### src/lsd_regs.svh
// Purpose: Constants for the serial LED driver pair.
// Assumes: Included by both ends.
// Notes: Definitions only.
`ifndef LSD_REGS_SVH
`define LSD_REGS_SVH
`define LSD_WORD_BITS     16
`define LSD_MODE_BLANK    4'h0
`define LSD_MODE_NORMAL   4'h1
`define LSD_MODE_LOAD     4'h2
`define LSD_MODE_ALLON    4'h3
`define LSD_MODE_STANDBY  4'h4
`define LSD_SEL_DUTY      4'h0
`define LSD_SEL_DECODE    4'h1
`define LSD_SEL_DIG0      4'h2
`define LSD_SEL_DIG3      4'h5
`define LSD_SBY_KEEP      4'h0
`define LSD_SBY_CLEAR     4'h1
`define LSD_DUTY_INIT     4'hf
`define LSD_DIGITS_INIT   2'h3
`define LSD_DECODE_INIT   1'h1
`define LSD_DATA_INIT     8'h00
`define LSD_SCAN_DIV      8'h3f
`define LSD_HALF_DIV      8'h04
`define LSD_ADDR_CMD      4'h0
`define LSD_ADDR_STAT     4'h4
`endif

### src/lsd_pkg.sv
// Purpose: Types shared by the two ends.
// Assumes: Nothing.
// Notes: Constants live in lsd_regs.svh.
package lsd_pkg;
	typedef enum logic [1:0] {HS_IDLE, HS_SHIFT, HS_LATCH, HS_DONE} lsd_hstate_t;
	typedef logic [15:0] lsd_word_t;
endpackage

### src/lsd_link_if.sv
// Purpose: Serial link between host controller and LED driver.
// Assumes: All signals are plain one-way wires.
// Notes: No clocking block; the bench joins the ends.
`timescale 1ns/100ps
interface lsd_link_if;
	logic serialClk;
	logic serialIn;
	logic latchStrobe;
	logic serialOut;
	modport host (output serialClk, output serialIn, output latchStrobe, input serialOut);
	modport device (input serialClk, input serialIn, input latchStrobe, output serialOut);
endinterface

### src/lsd_device.sv
// Purpose: LED driver end: shift register, latch decode, modes and digit scan.
// Assumes: Link pins are asynchronous and sampled by core_clk through two flops.
// Notes: Character table covers all hex codes 0-F; codes with bit 4 or 5 set blank every segment but the bit-6 decimal point.
`timescale 1ns/100ps
`include "lsd_regs.svh"
module lsd_device #(
	parameter int SCAN_DIV = 64
) (
	input  wire logic       core_clk,
	input  wire logic       rst,
	lsd_link_if.device      link,
	output logic [7:0]      segment_sinks,
	output logic [3:0]      digit_sources
);
	import lsd_pkg::*;
	initial begin
		if (SCAN_DIV < 16 || SCAN_DIV > 256) $error("SCAN_DIV out of range");
	end
	typedef struct packed {
		logic [1:0] clkSync;
		logic [1:0] dinSync;
		logic [1:0] latSync;
		logic       clkLast;
		logic       latLast;
		lsd_word_t  shiftReg;
		logic [7:0] selByte;
		logic [3:0] mode;
		logic [3:0] duty;
		logic [1:0] digits;
		logic       decodeOn;
		logic [31:0] dataRegs;
		logic       lit;
		logic [1:0] scanIdx;
		logic [7:0] scanCnt;
		logic       serOut;
		logic [7:0] seg;
		logic [3:0] dig;
	} lsd_dev_t;
	lsd_dev_t cur_ff;
	lsd_dev_t nxt_cur;
	logic [7:0] curData;
	logic [7:0] decoded;
	logic [7:0] dutyLimit;
	// Small character generator for decoded digits; decimal point rides on bit 6.
	always_comb begin
		curData = cur_ff.dataRegs[cur_ff.scanIdx*8 +: 8];
		unique case (curData[3:0])
			4'h0: decoded = 8'h3f;
			4'h1: decoded = 8'h06;
			4'h2: decoded = 8'h5b;
			4'h3: decoded = 8'h4f;
			4'h4: decoded = 8'h66;
			4'h5: decoded = 8'h6d;
			4'h6: decoded = 8'h7d;
			4'h7: decoded = 8'h07;
			4'h8: decoded = 8'h7f;
			4'h9: decoded = 8'h6f;
			4'ha: decoded = 8'h77;
			4'hb: decoded = 8'h7c;
			4'hc: decoded = 8'h39;
			4'hd: decoded = 8'h5e;
			4'he: decoded = 8'h79;
			4'hf: decoded = 8'h71;
		endcase
		if (curData[5:4] != 2'h0) begin
			decoded = 8'h00;
		end
		decoded[7] = curData[6];
		dutyLimit = 8'((int'(cur_ff.duty) * SCAN_DIV) / 16);
	end
	// Next-state logic for the whole device.
	always_comb begin
		nxt_cur = cur_ff;
		nxt_cur.clkSync = {cur_ff.clkSync[0], link.serialClk};
		nxt_cur.dinSync = {cur_ff.dinSync[0], link.serialIn};
		nxt_cur.latSync = {cur_ff.latSync[0], link.latchStrobe};
		nxt_cur.clkLast = cur_ff.clkSync[1];
		nxt_cur.latLast = cur_ff.latSync[1];
		// Shifting is frozen while latch is high so the pending low byte stays put.
		if (cur_ff.clkSync[1] && !cur_ff.clkLast && !cur_ff.latSync[1]) begin
			nxt_cur.shiftReg = {cur_ff.shiftReg[14:0], cur_ff.dinSync[1]};
		end
		nxt_cur.serOut = cur_ff.shiftReg[15];
		if (cur_ff.latSync[1] && !cur_ff.latLast) begin
			nxt_cur.selByte = cur_ff.shiftReg[15:8];
		end
		if (!cur_ff.latSync[1] && cur_ff.latLast) begin
			unique case (cur_ff.selByte[7:4])
				`LSD_MODE_BLANK: nxt_cur.mode = `LSD_MODE_BLANK;
				`LSD_MODE_NORMAL: begin
					nxt_cur.mode = `LSD_MODE_NORMAL;
					nxt_cur.lit = 1'b1;
				end
				`LSD_MODE_ALLON: nxt_cur.mode = `LSD_MODE_ALLON;
				`LSD_MODE_LOAD: begin
					// Settings land directly in live registers, so Normal shows them at once.
					if (cur_ff.selByte[3:0] == `LSD_SEL_DUTY) begin
						nxt_cur.duty = cur_ff.shiftReg[3:0];
					end else if (cur_ff.selByte[3:0] == `LSD_SEL_DECODE) begin
						nxt_cur.digits = cur_ff.shiftReg[1:0];
						nxt_cur.decodeOn = cur_ff.shiftReg[4];
					end else if (cur_ff.selByte[3:0] <= `LSD_SEL_DIG3) begin
						nxt_cur.dataRegs[(cur_ff.selByte[1:0] - 2'(`LSD_SEL_DIG0))*8 +: 8] =
							cur_ff.shiftReg[7:0];
					end
				end
				`LSD_MODE_STANDBY: begin
					nxt_cur.mode = `LSD_MODE_STANDBY;
					if (cur_ff.shiftReg[3:0] == `LSD_SBY_CLEAR) begin
						nxt_cur.duty = `LSD_DUTY_INIT;
						nxt_cur.digits = `LSD_DIGITS_INIT;
						nxt_cur.decodeOn = `LSD_DECODE_INIT;
						nxt_cur.dataRegs = {4{`LSD_DATA_INIT}};
						nxt_cur.lit = 1'b0;
						nxt_cur.mode = `LSD_MODE_BLANK;
					end
				end
				default: nxt_cur.mode = cur_ff.mode;
			endcase
		end
		// Digit scan: each digit gets one slot, lit for the duty fraction of it.
		nxt_cur.scanCnt = cur_ff.scanCnt + 8'h01;
		if (cur_ff.scanCnt == 8'(SCAN_DIV - 1)) begin
			nxt_cur.scanCnt = 8'h00;
			nxt_cur.scanIdx = (cur_ff.scanIdx >= cur_ff.digits) ? 2'h0 : cur_ff.scanIdx + 2'h1;
		end
		nxt_cur.seg = 8'h00;
		nxt_cur.dig = 4'h0;
		if (cur_ff.lit && cur_ff.scanCnt < dutyLimit && cur_ff.scanIdx <= cur_ff.digits) begin
			if (cur_ff.mode == `LSD_MODE_NORMAL) begin
				nxt_cur.dig = 4'h1 << cur_ff.scanIdx;
				nxt_cur.seg = cur_ff.decodeOn ? decoded : curData;
			end else if (cur_ff.mode == `LSD_MODE_ALLON) begin
				nxt_cur.dig = 4'h1 << cur_ff.scanIdx;
				nxt_cur.seg = 8'hff;
			end
		end
	end
	// State register; reset is the power-on clear state.
	always_ff @(posedge core_clk) begin
		if (rst) begin
			cur_ff <= '0;
			cur_ff.mode <= `LSD_MODE_BLANK;
			cur_ff.duty <= `LSD_DUTY_INIT;
			cur_ff.digits <= `LSD_DIGITS_INIT;
			cur_ff.decodeOn <= `LSD_DECODE_INIT;
		end else begin
			cur_ff <= nxt_cur;
		end
	end
	assign segment_sinks = cur_ff.seg;
	assign digit_sources = cur_ff.dig;
	assign link.serialOut = cur_ff.serOut;
endmodule

### src/flat_wrapper.sv
// flat-port wrapper written by rule: the top's interface ports become plain ports
module lsd_device_flat import lsd_pkg::*;
#(
	parameter int SCAN_DIV = 64
)
  (core_clk, rst, segment_sinks, digit_sources, link_serialClk, link_serialIn, link_latchStrobe, link_serialOut);
  lsd_link_if link_i ();
  input  wire logic core_clk;
  input  wire logic rst;
  output logic [7:0] segment_sinks;
  output logic [3:0] digit_sources;
  input wire logic [$bits(link_i.serialClk)-1:0] link_serialClk;
  input wire logic [$bits(link_i.serialIn)-1:0] link_serialIn;
  input wire logic [$bits(link_i.latchStrobe)-1:0] link_latchStrobe;
  output wire logic [$bits(link_i.serialOut)-1:0] link_serialOut;
  assign link_i.serialClk = link_serialClk;
  assign link_i.serialIn = link_serialIn;
  assign link_i.latchStrobe = link_latchStrobe;
  assign link_serialOut = link_i.serialOut;
  lsd_device #(.SCAN_DIV(SCAN_DIV)) u_core (.core_clk(core_clk), .rst(rst), .link(link_i), .segment_sinks(segment_sinks), .digit_sources(digit_sources));
endmodule
### config.mk
export PLATFORM = sky130hd
export DESIGN_NAME = lsd_device_flat
export DESIGN_NICKNAME = d
export VERILOG_FILES = /design/src/lsd_pkg.sv /design/src/lsd_link_if.sv /design/src/lsd_device.sv /design/src/flat_wrapper.sv
export VERILOG_INCLUDE_DIRS = /design/src
export SDC_FILE = /design/constraint.sdc
export NUM_CORES = 1
export LEC_CHECK = 0
export BUFFER_PORTS_ARGS = -buffer_cell sky130_fd_sc_hd__buf_2
export CAP_MARGIN = 40
export CORE_UTILIZATION = 31
export CTS_BUF_LIST = sky130_fd_sc_hd__clkbuf_8
export DETAILED_ROUTE_END_ITERATION = 10
export PLACE_DENSITY_LB_ADDON = 0.08
export SETUP_SLACK_MARGIN = 0.15
export SKIP_LAST_GASP = 1
export SLEW_MARGIN = 40
export SYNTH_ARGS = -nofsm -noshare
export SYNTH_HDL_FRONTEND = slang
export SYNTH_SLANG_ARGS = --single-unit
export TNS_END_PERCENT = 20
### constraint.sdc
create_clock -name core_clk -period 2.7 [get_ports core_clk]
set_input_delay 0.27 -clock core_clk [delete_from_list [all_inputs] [get_ports core_clk]]
set_output_delay 0.27 -clock core_clk [all_outputs]
set_load 0.02 [all_outputs]
==> metrics.cfg, run 1 <==
[critical_path]
crit_chain=inv_1, ha_1, or3b_2, nand3_1, nor2_1, a21oi_2, a22o_1
start_kind=flop
crit_start=u_core.cur_ff[68]
crit_arrival_ns=2.66
path_class=reg2reg
cp_slowest_cell=or3b_2
rr_startpoint=u_core.cur_ff[68]
path_max_fanout=8
end_kind=flop
cp_data_required_time_ns=3.02
cpPeakStageDelay_ns=0.49

[floorplanning]
die_w_um=126
initial_utilization=0.322
core_area_um2=14700
std_cell_rows=44
dieArea_um2=15800
die_y_um=126
io_pins=18

[finish]
fin_nets=541
diodes=0
areaGrowthSynthToFinish_pct=8.14
fin_util=0.348
drive_above_1_share=0.139
fin_area_um2=5120

[yosys]
synth.net_count=539
synthesis.area_um2=4730
synth_mux_area_frac=0.0825
synthAdderAreaFrac=0.0608
yosysWarnings=0
synth-main-ff-cell=dfxtp_1
synth_seq_cells=98
synth-compound-area-share=0.165
synth.distinct_cells=61
async_reset_ff_frac=0
synthSimpleGateAreaFrac=0.202
syn_inst=511
seq_area_frac_synth=0.414
synth_top_family_by_area=simple AND/OR/NAND/NOR gates
avgSynthCellArea_um2=9.26
synth-edff-count=0
synthXorXnorAreaFrac=0.0185

[place]
gp_congestion=0.803
io_buffers=17
post-dp-hpwl_um=7760
dp_worst_setup_slack_ns=0.387
place_area_um2=4920

[global_routing]
top_usage_layer=met2
grt_max_degree=45
grt_pass1_wl_um=18100
grtUsageMet3=0.0398
use_met1=0.198
grt_use_met2=0.232
grt_pass1_vias=3364
grt_use_total=0.147
overflow=0
antenna_found_initial=0

[clock_tree]
cts_hold_buf=0
cts.sinks=98
cts_buffer_depth=2
htreeDepth=3
post-cts-setup-buffers=0
cts-root-buf=clkbuf_8
post_cts_resized=0
cts.clk_slew.worst_paths_ns=0.09
cts_buffers=9
cts_tree=built
clk_latency_ns=0.38

[drt]
dr.pass1.iters=7
ant_nets=0
routedWlPerCell_um=15.4
route.detailed.drc=1
vias=3510
drt-initial-drc-count=250
drt-total-wl_um=10800
via_per_inst=5.01

[sta]
tightest_slew_ns=0.685
finalSetupViolCount=0
maxSlewViolCount=0
rsz0062_at_grt=false
fin_setup_tns_ns=0
relSlewSlack=0.541
fin_skew_ns=0.0111
hold_viol=0
fin_crit_ns=2.33
fin_ws_ns=0.365
fmax_ghz=0.428
fin_crit_sh=0.865

[power_and_ir_drop]
cellInternalPower_mw=1.92
p_leak_nw=1.97
power_mw=2.48
sw_frac_of_total=0.226
clockPowerShare=0.387
powerDensity_nw_per_um2=484
combPwrFrac=0.024
seqPwrFrac=0.589
ir_worst_vdd_mv=0.380
p_sw_mw=0.560

[outcome]
outcome=finished, violations left
violations=DRC

[worst_hold_path]
hp-class=in2reg
min-delay-start=link_serialClk

[run]
cap_violations=0

==> state kept, by name, summed over array words and instances (netlist names) <==
register               cells
u_core.segment_sinks       8
u_core.cur_ff             85
u_core.link.serialOut      1
u_core.digit_sources       4
==> logic make-up (layout without fill, tap and decap cells) <==
kind of cell             Yosys count  count (layout)
AND/OR/NAND/NOR                  183             183
AO/OA/AOI/OAI                    119             119
flip-flops                        98              98
buffers and inverters             53              59
multiplexers                      25              25
adder cells (fa/ha/maj)           23              23
XOR/XNOR                          10              10
==> worst max-delay path: cells and delay by family, from the launching register on <==
kind | cells | cell delay (ns)
and+or+nand+nor | 3 | 0.89
AOI/OAI and AO/OA | 2 | 0.66
DFF | 1 | 0.41
adders and majority gates | 1 | 0.21
buffers and inverters | 1 | 0.10
==> through the flow <==
| step | cells | hold slack (ns) |
|---|---|---|
| floorplan | 511 | 0.398 |
| global placement | 686 | 0.430 |
| detailed placement | 686 | 0.424 |
| CTS | 701 | 0.0755 |
| global route | 701 | 0.0917 |
| finish | 701 | 0.101 |
==> Yosys cell counts, types with 3 or more instances <==
library cell	number	area (um^2)
nor2_1	40	150
mux4_2	8	180
ha_1	23	288
dfxtp_1	98	1960
a21oi_1	46	230
and2_1	8	50.1
o211ai_1	3	22.5
or3b_2	3	26.3
xor2_1	8	70.1
mux2i_1	12	120
o21ai_0	17	85.1
buf_2	3	15.0
nand2_1	66	248
o21ai_1	10	50.1
nand2b_1	13	81.3
nor3b_1	4	30.0
nor2b_1	15	93.8
inv_1	17	63.8
nand3_1	10	50.1
clkbuf_1	18	67.6
a22o_1	17	149
buf_4	13	97.6
nor3_1	6	30.0
==> power groups by stage <==
stage                     sequential (mW)  clock [mW]  combinational [mW]
after detailed placement             1.49           0              0.0611
after CTS                            1.46        1.00              0.0611
after global placement               1.49           0              0.0607
final                                1.46       0.960              0.0592
after floorplan                      1.49           0              0.0445
after global routing                 1.46        1.07              0.0662
==> metal layers <==
layer | wire length [um] | share of wire
met2 | 4950 | 0.46
met5 | 0 | 0
met4 | 103 | 0.0095
met3 | 310 | 0.029
met1 | 5470 | 0.50
==> layout make-up <==
type                            count  area [um^2]
Fill cell                        1525         9580
Multi-Input combinational cell    360         2510
Sequential cell                    98         1960
Tap cell                          184          230
Timing Repair Buffer               27          160
Clock buffer                       10          138
Inverter                           17         63.8
Clock inverter                      5         55.1
==> cells in the final DEF (no fill, tap or decap), types with 2 or more instances in the layout <==
cell type  netlist  layout
mux4_2           8       8
nor4b_4          2       2
o21ai_0         17      17
nand2b_1        13      13
mux4_1           2       2
nand4_1          2       2
o211ai_1         3       3
inv_1           17      18
nand2_1         66      66
a21oi_2          2       2
o31ai_1          2       2
and2_1           8       8
dfxtp_1         98      98
nor4_1           2       2
nor4b_2          2       2
ha_1            23      23
a311oi_1         2       2
buf_4           13      10
nor3_1           6       5
nand3_1         10      10
o21bai_1         2       2
o21ai_1         10      10
mux2i_1         12      12
nor3b_1          4       4
a22o_1          17      17
buf_2            3      17
nor3_2           1       2
a21oi_1         46      46
clkbuf_8         0      10
o21a_1           2       2
nor2b_1         15      15
xor2_1           8       8
a221oi_1         2       2
mux2_2           2       2
or3b_2           3       3
and3_1           2       2
nor2_1          40      40
xnor2_1          2       2
==> path summary, 6_finish.rpt <==
kind | end | slack (ns) | cells after the start
hold reg to reg | u_core.cur_ff[96] | 0.44 | 1
hold / removal | u_core.cur_ff[97] | 0.10 | 2
setup reg to reg | u_core.cur_ff[30] | 0.37 | 7
setup / recovery | u_core.cur_ff[30] | 0.37 | 7
Power figures use the tool's default switching activity.
==> inputs of run 2 (changes only) <==
- ABC_AREA: default -> 1
- SETUP_SLACK_MARGIN: 0.15 -> 0.4
==> metrics.cfg, run 2 <==
[finish]
diodes=0  ; unchanged
largest_reg_flops=85  ; unchanged
fin_nets=707  ; +31%
layout_common_cells=nand2_1 (141), dfxtp_1 (97), nor2_1 (80)
regMostFlops=u_core.cur_ff
drive_above_1_share=0.104  ; -0.0355
areaGrowthSynthToFinish_pct=6.87
multiInputGateArea_um2=2430  ; -3.0%
layout_commonest_cell=nand2_1
regArea_um2=1960  ; about the same
fillerInstances=1751  ; +15%

[yosys]
synth_area_leaders=dfxtp_1 (40%), nand2_1 (11%), a21oi_1 (7.1%)
seq_area_frac_synth=0.396  ; -0.0187
async_reset_ff_frac=0  ; unchanged
syn_inst=686  ; +34%
yosysWarnings=0  ; unchanged
synth-edff-count=0  ; unchanged
synthesis.area_um2=4960  ; +4.7%
synth_seq_cells=98  ; unchanged
synth_commonest_cells=nand2_1 (142), dfxtp_1 (98), nor2_1 (81), inv_1 (75), a21oi_1 (70)
avgSynthCellArea_um2=7.23  ; -22%
synth_top_cell_area_share=0.396  ; -0.0187
yosysMostFrequentCell=nand2_1
synth.distinct_cells=40  ; -34%
synth_top_area_cell=dfxtp_1
synth-main-ff-cell=dfxtp_1
synth.net_count=714  ; +32%

[clock_tree]
post_cts_resized=0  ; unchanged
cts.sinks=98  ; unchanged
cts-root-buf=clkbuf_8
post-cts-setup-buffers=0  ; unchanged
cts_tree=built
clk_latency_ns=0.38  ; about the same
cts.clk_slew.worst_paths_ns=0.10  ; about the same
htreeDepth=3  ; unchanged
cts_buffer_depth=2  ; unchanged
cts_buffers=9  ; unchanged
cts_hold_buf=0  ; unchanged

[critical_path]
crit_arrival_ns=2.32  ; -0.34 ns
r2r_slack_ns=0.68  ; +0.32 ns
end_kind=flop
path_max_fanout=12  ; +4
r2r_end=u_core.cur_ff[48]
rr_worst_depth=6  ; -1
cp_data_required_time_ns=3.00  ; -0.02 ns
path_class=reg2reg
critPathCapture=u_core.cur_ff[48]
rr_startpoint=u_core.cur_ff[67]
crit_start=u_core.cur_ff[67]
start_kind=flop

[sta]
fin_crit_sh=0.746  ; -0.118
hold_viol=0  ; unchanged
finalSetupViolCount=0  ; unchanged
maxSlewViolCount=0  ; unchanged
fin_skew_ns=0.0122  ; +0.00114 ns
rsz0062_at_grt=false
fin_crit_ns=2.02  ; -0.319 ns
relSlewSlack=0.495  ; -0.0458
tightest_slew_ns=0.756  ; +0.0716 ns
fmax_ghz=0.496  ; +16%
fin_setup_tns_ns=0  ; unchanged
fin_ws_ns=0.685  ; +0.319 ns

[floorplanning]
io_pins=18  ; unchanged
std_cell_rows=45  ; +2.3%
dieArea_um2=16500  ; +4.7%
die_w_um=128  ; +2.3%
core_area_um2=15400  ; +5.0%
die_y_um=128  ; +2.3%
initial_utilization=0.321  ; -0.000682

[run]
cap_violations=0  ; unchanged

[global_routing]
use_met1=0.213  ; +0.0156
grt_use_met2=0.248  ; +0.0157
overflow=0  ; unchanged
grt_use_total=0.157  ; +0.00984
grt_pass1_vias=3798  ; +13%
antenna_found_initial=0  ; unchanged
grtUsageMet3=0.0387  ; -0.00113
grt_max_degree=42  ; -6.7%
grt_pass1_wl_um=19900  ; +9.9%
top_usage_layer=met2

[power_and_ir_drop]
power_mw=2.63  ; +6.1%
ir_worst_vdd_mv=0.316  ; -17%
p_leak_nw=2.25  ; +14%
powerDensity_nw_per_um2=496  ; +2.5%

[drt]
dr.pass1.iters=4  ; -3
via_per_inst=4.61  ; -7.9%
ant_nets=0  ; unchanged
vias=4128  ; +18%
drt-initial-drc-count=206  ; -18%
route.detailed.drc=0  ; -1
routedWlPerCell_um=13.4  ; -13%
drt-total-wl_um=12000  ; +11%

[worst_hold_path]
min-delay-start=link_serialClk
hp-class=in2reg

[outcome]
outcome=completed

[place]
io_buffers=17  ; unchanged
dp_worst_setup_slack_ns=0.517  ; +0.130 ns
gp_congestion=0.827  ; +3.0%
post-dp-hpwl_um=8960  ; +15%

==> run 2: changes by cell type after synthesis, sizes merged, moves of 13 or more <==
| cell | before | now |
|---|---|---|
| inv | 17 | 83 |
| nand2 | 66 | 146 |
| nor2b | 15 | 0 |
| nand3 | 10 | 43 |
| o21ai | 28 | 44 |
| a21oi | 48 | 72 |
| nand2b | 13 | 0 |
| nand4 | 2 | 31 |
| a22o | 17 | 0 |
| nor2 | 40 | 85 |
==> run 2: layer usage <==
metal	wire length, um	part of all wire
met1	6150	0.51
met2	5380	0.45
met3	352	0.029
met4	128	0.011
met5	0	0
==> run 2: area by class of cell <==
type                       count  share of cell area
clock buffer                   9              0.0234
tap                          211              0.0498
sequential                    98               0.371
timing repair buffer          22              0.0231
clock inverter                 7              0.0144
inverter                      83              0.0593
multi-input combinational    465               0.459
==> run 2: how the worst min path moves through the flow <==
stage	cells past startpoint	endpoint	slack (ns)
after floorplan	2	u_core.cur_ff[93]	0.38
after global placement	2	u_core.cur_ff[94]	0.39
after detailed placement	2	u_core.cur_ff[96]	0.40
after CTS	3	u_core.cur_ff[97]	0.05
after global routing	3	u_core.cur_ff[97]	0.05
final	3	u_core.cur_ff[97]	0.08
==> run 2: logic make-up after synthesis <==
group	count (synthesis)	synth area share
flops	98	0.396
compound gates	123	0.131
xor+xnor	4	0.00707
simple gates	315	0.293
fa+ha+maj	23	0.0581
buf+inv	123	0.115
==> run 2: critical path, stage by stage, from the launching register on <==
cell	delay [ns]
dfxtp_1	0.45
inv_2	0.15
ha_1	0.39
nand3_1	0.12
nor2_1	0.47
nand4_1	0.20
a21oi_1	0.15
==> run 2: power by group <==
group | internal (mW) | total (mW) | switching, mW
logic | 0.0437 | 0.156 | 0.113
registers | 1.47 | 1.49 | 0.0223
clock network | 0.437 | 0.979 | 0.542
total | 1.95 | 2.63 | 0.677
==> run 2: per-stage QoR <==
stage	cells	util	hold WS [ns]	cell area [um^2]
after detailed placement	879	0.330	0.401	5090
final	895	0.343	0.0811	5300
after floorplan	686	-	0.377	4960
after CTS	895	0.343	0.0542	5290
after global routing	895	0.343	0.0523	5300
after global placement	879	0.330	0.389	5090
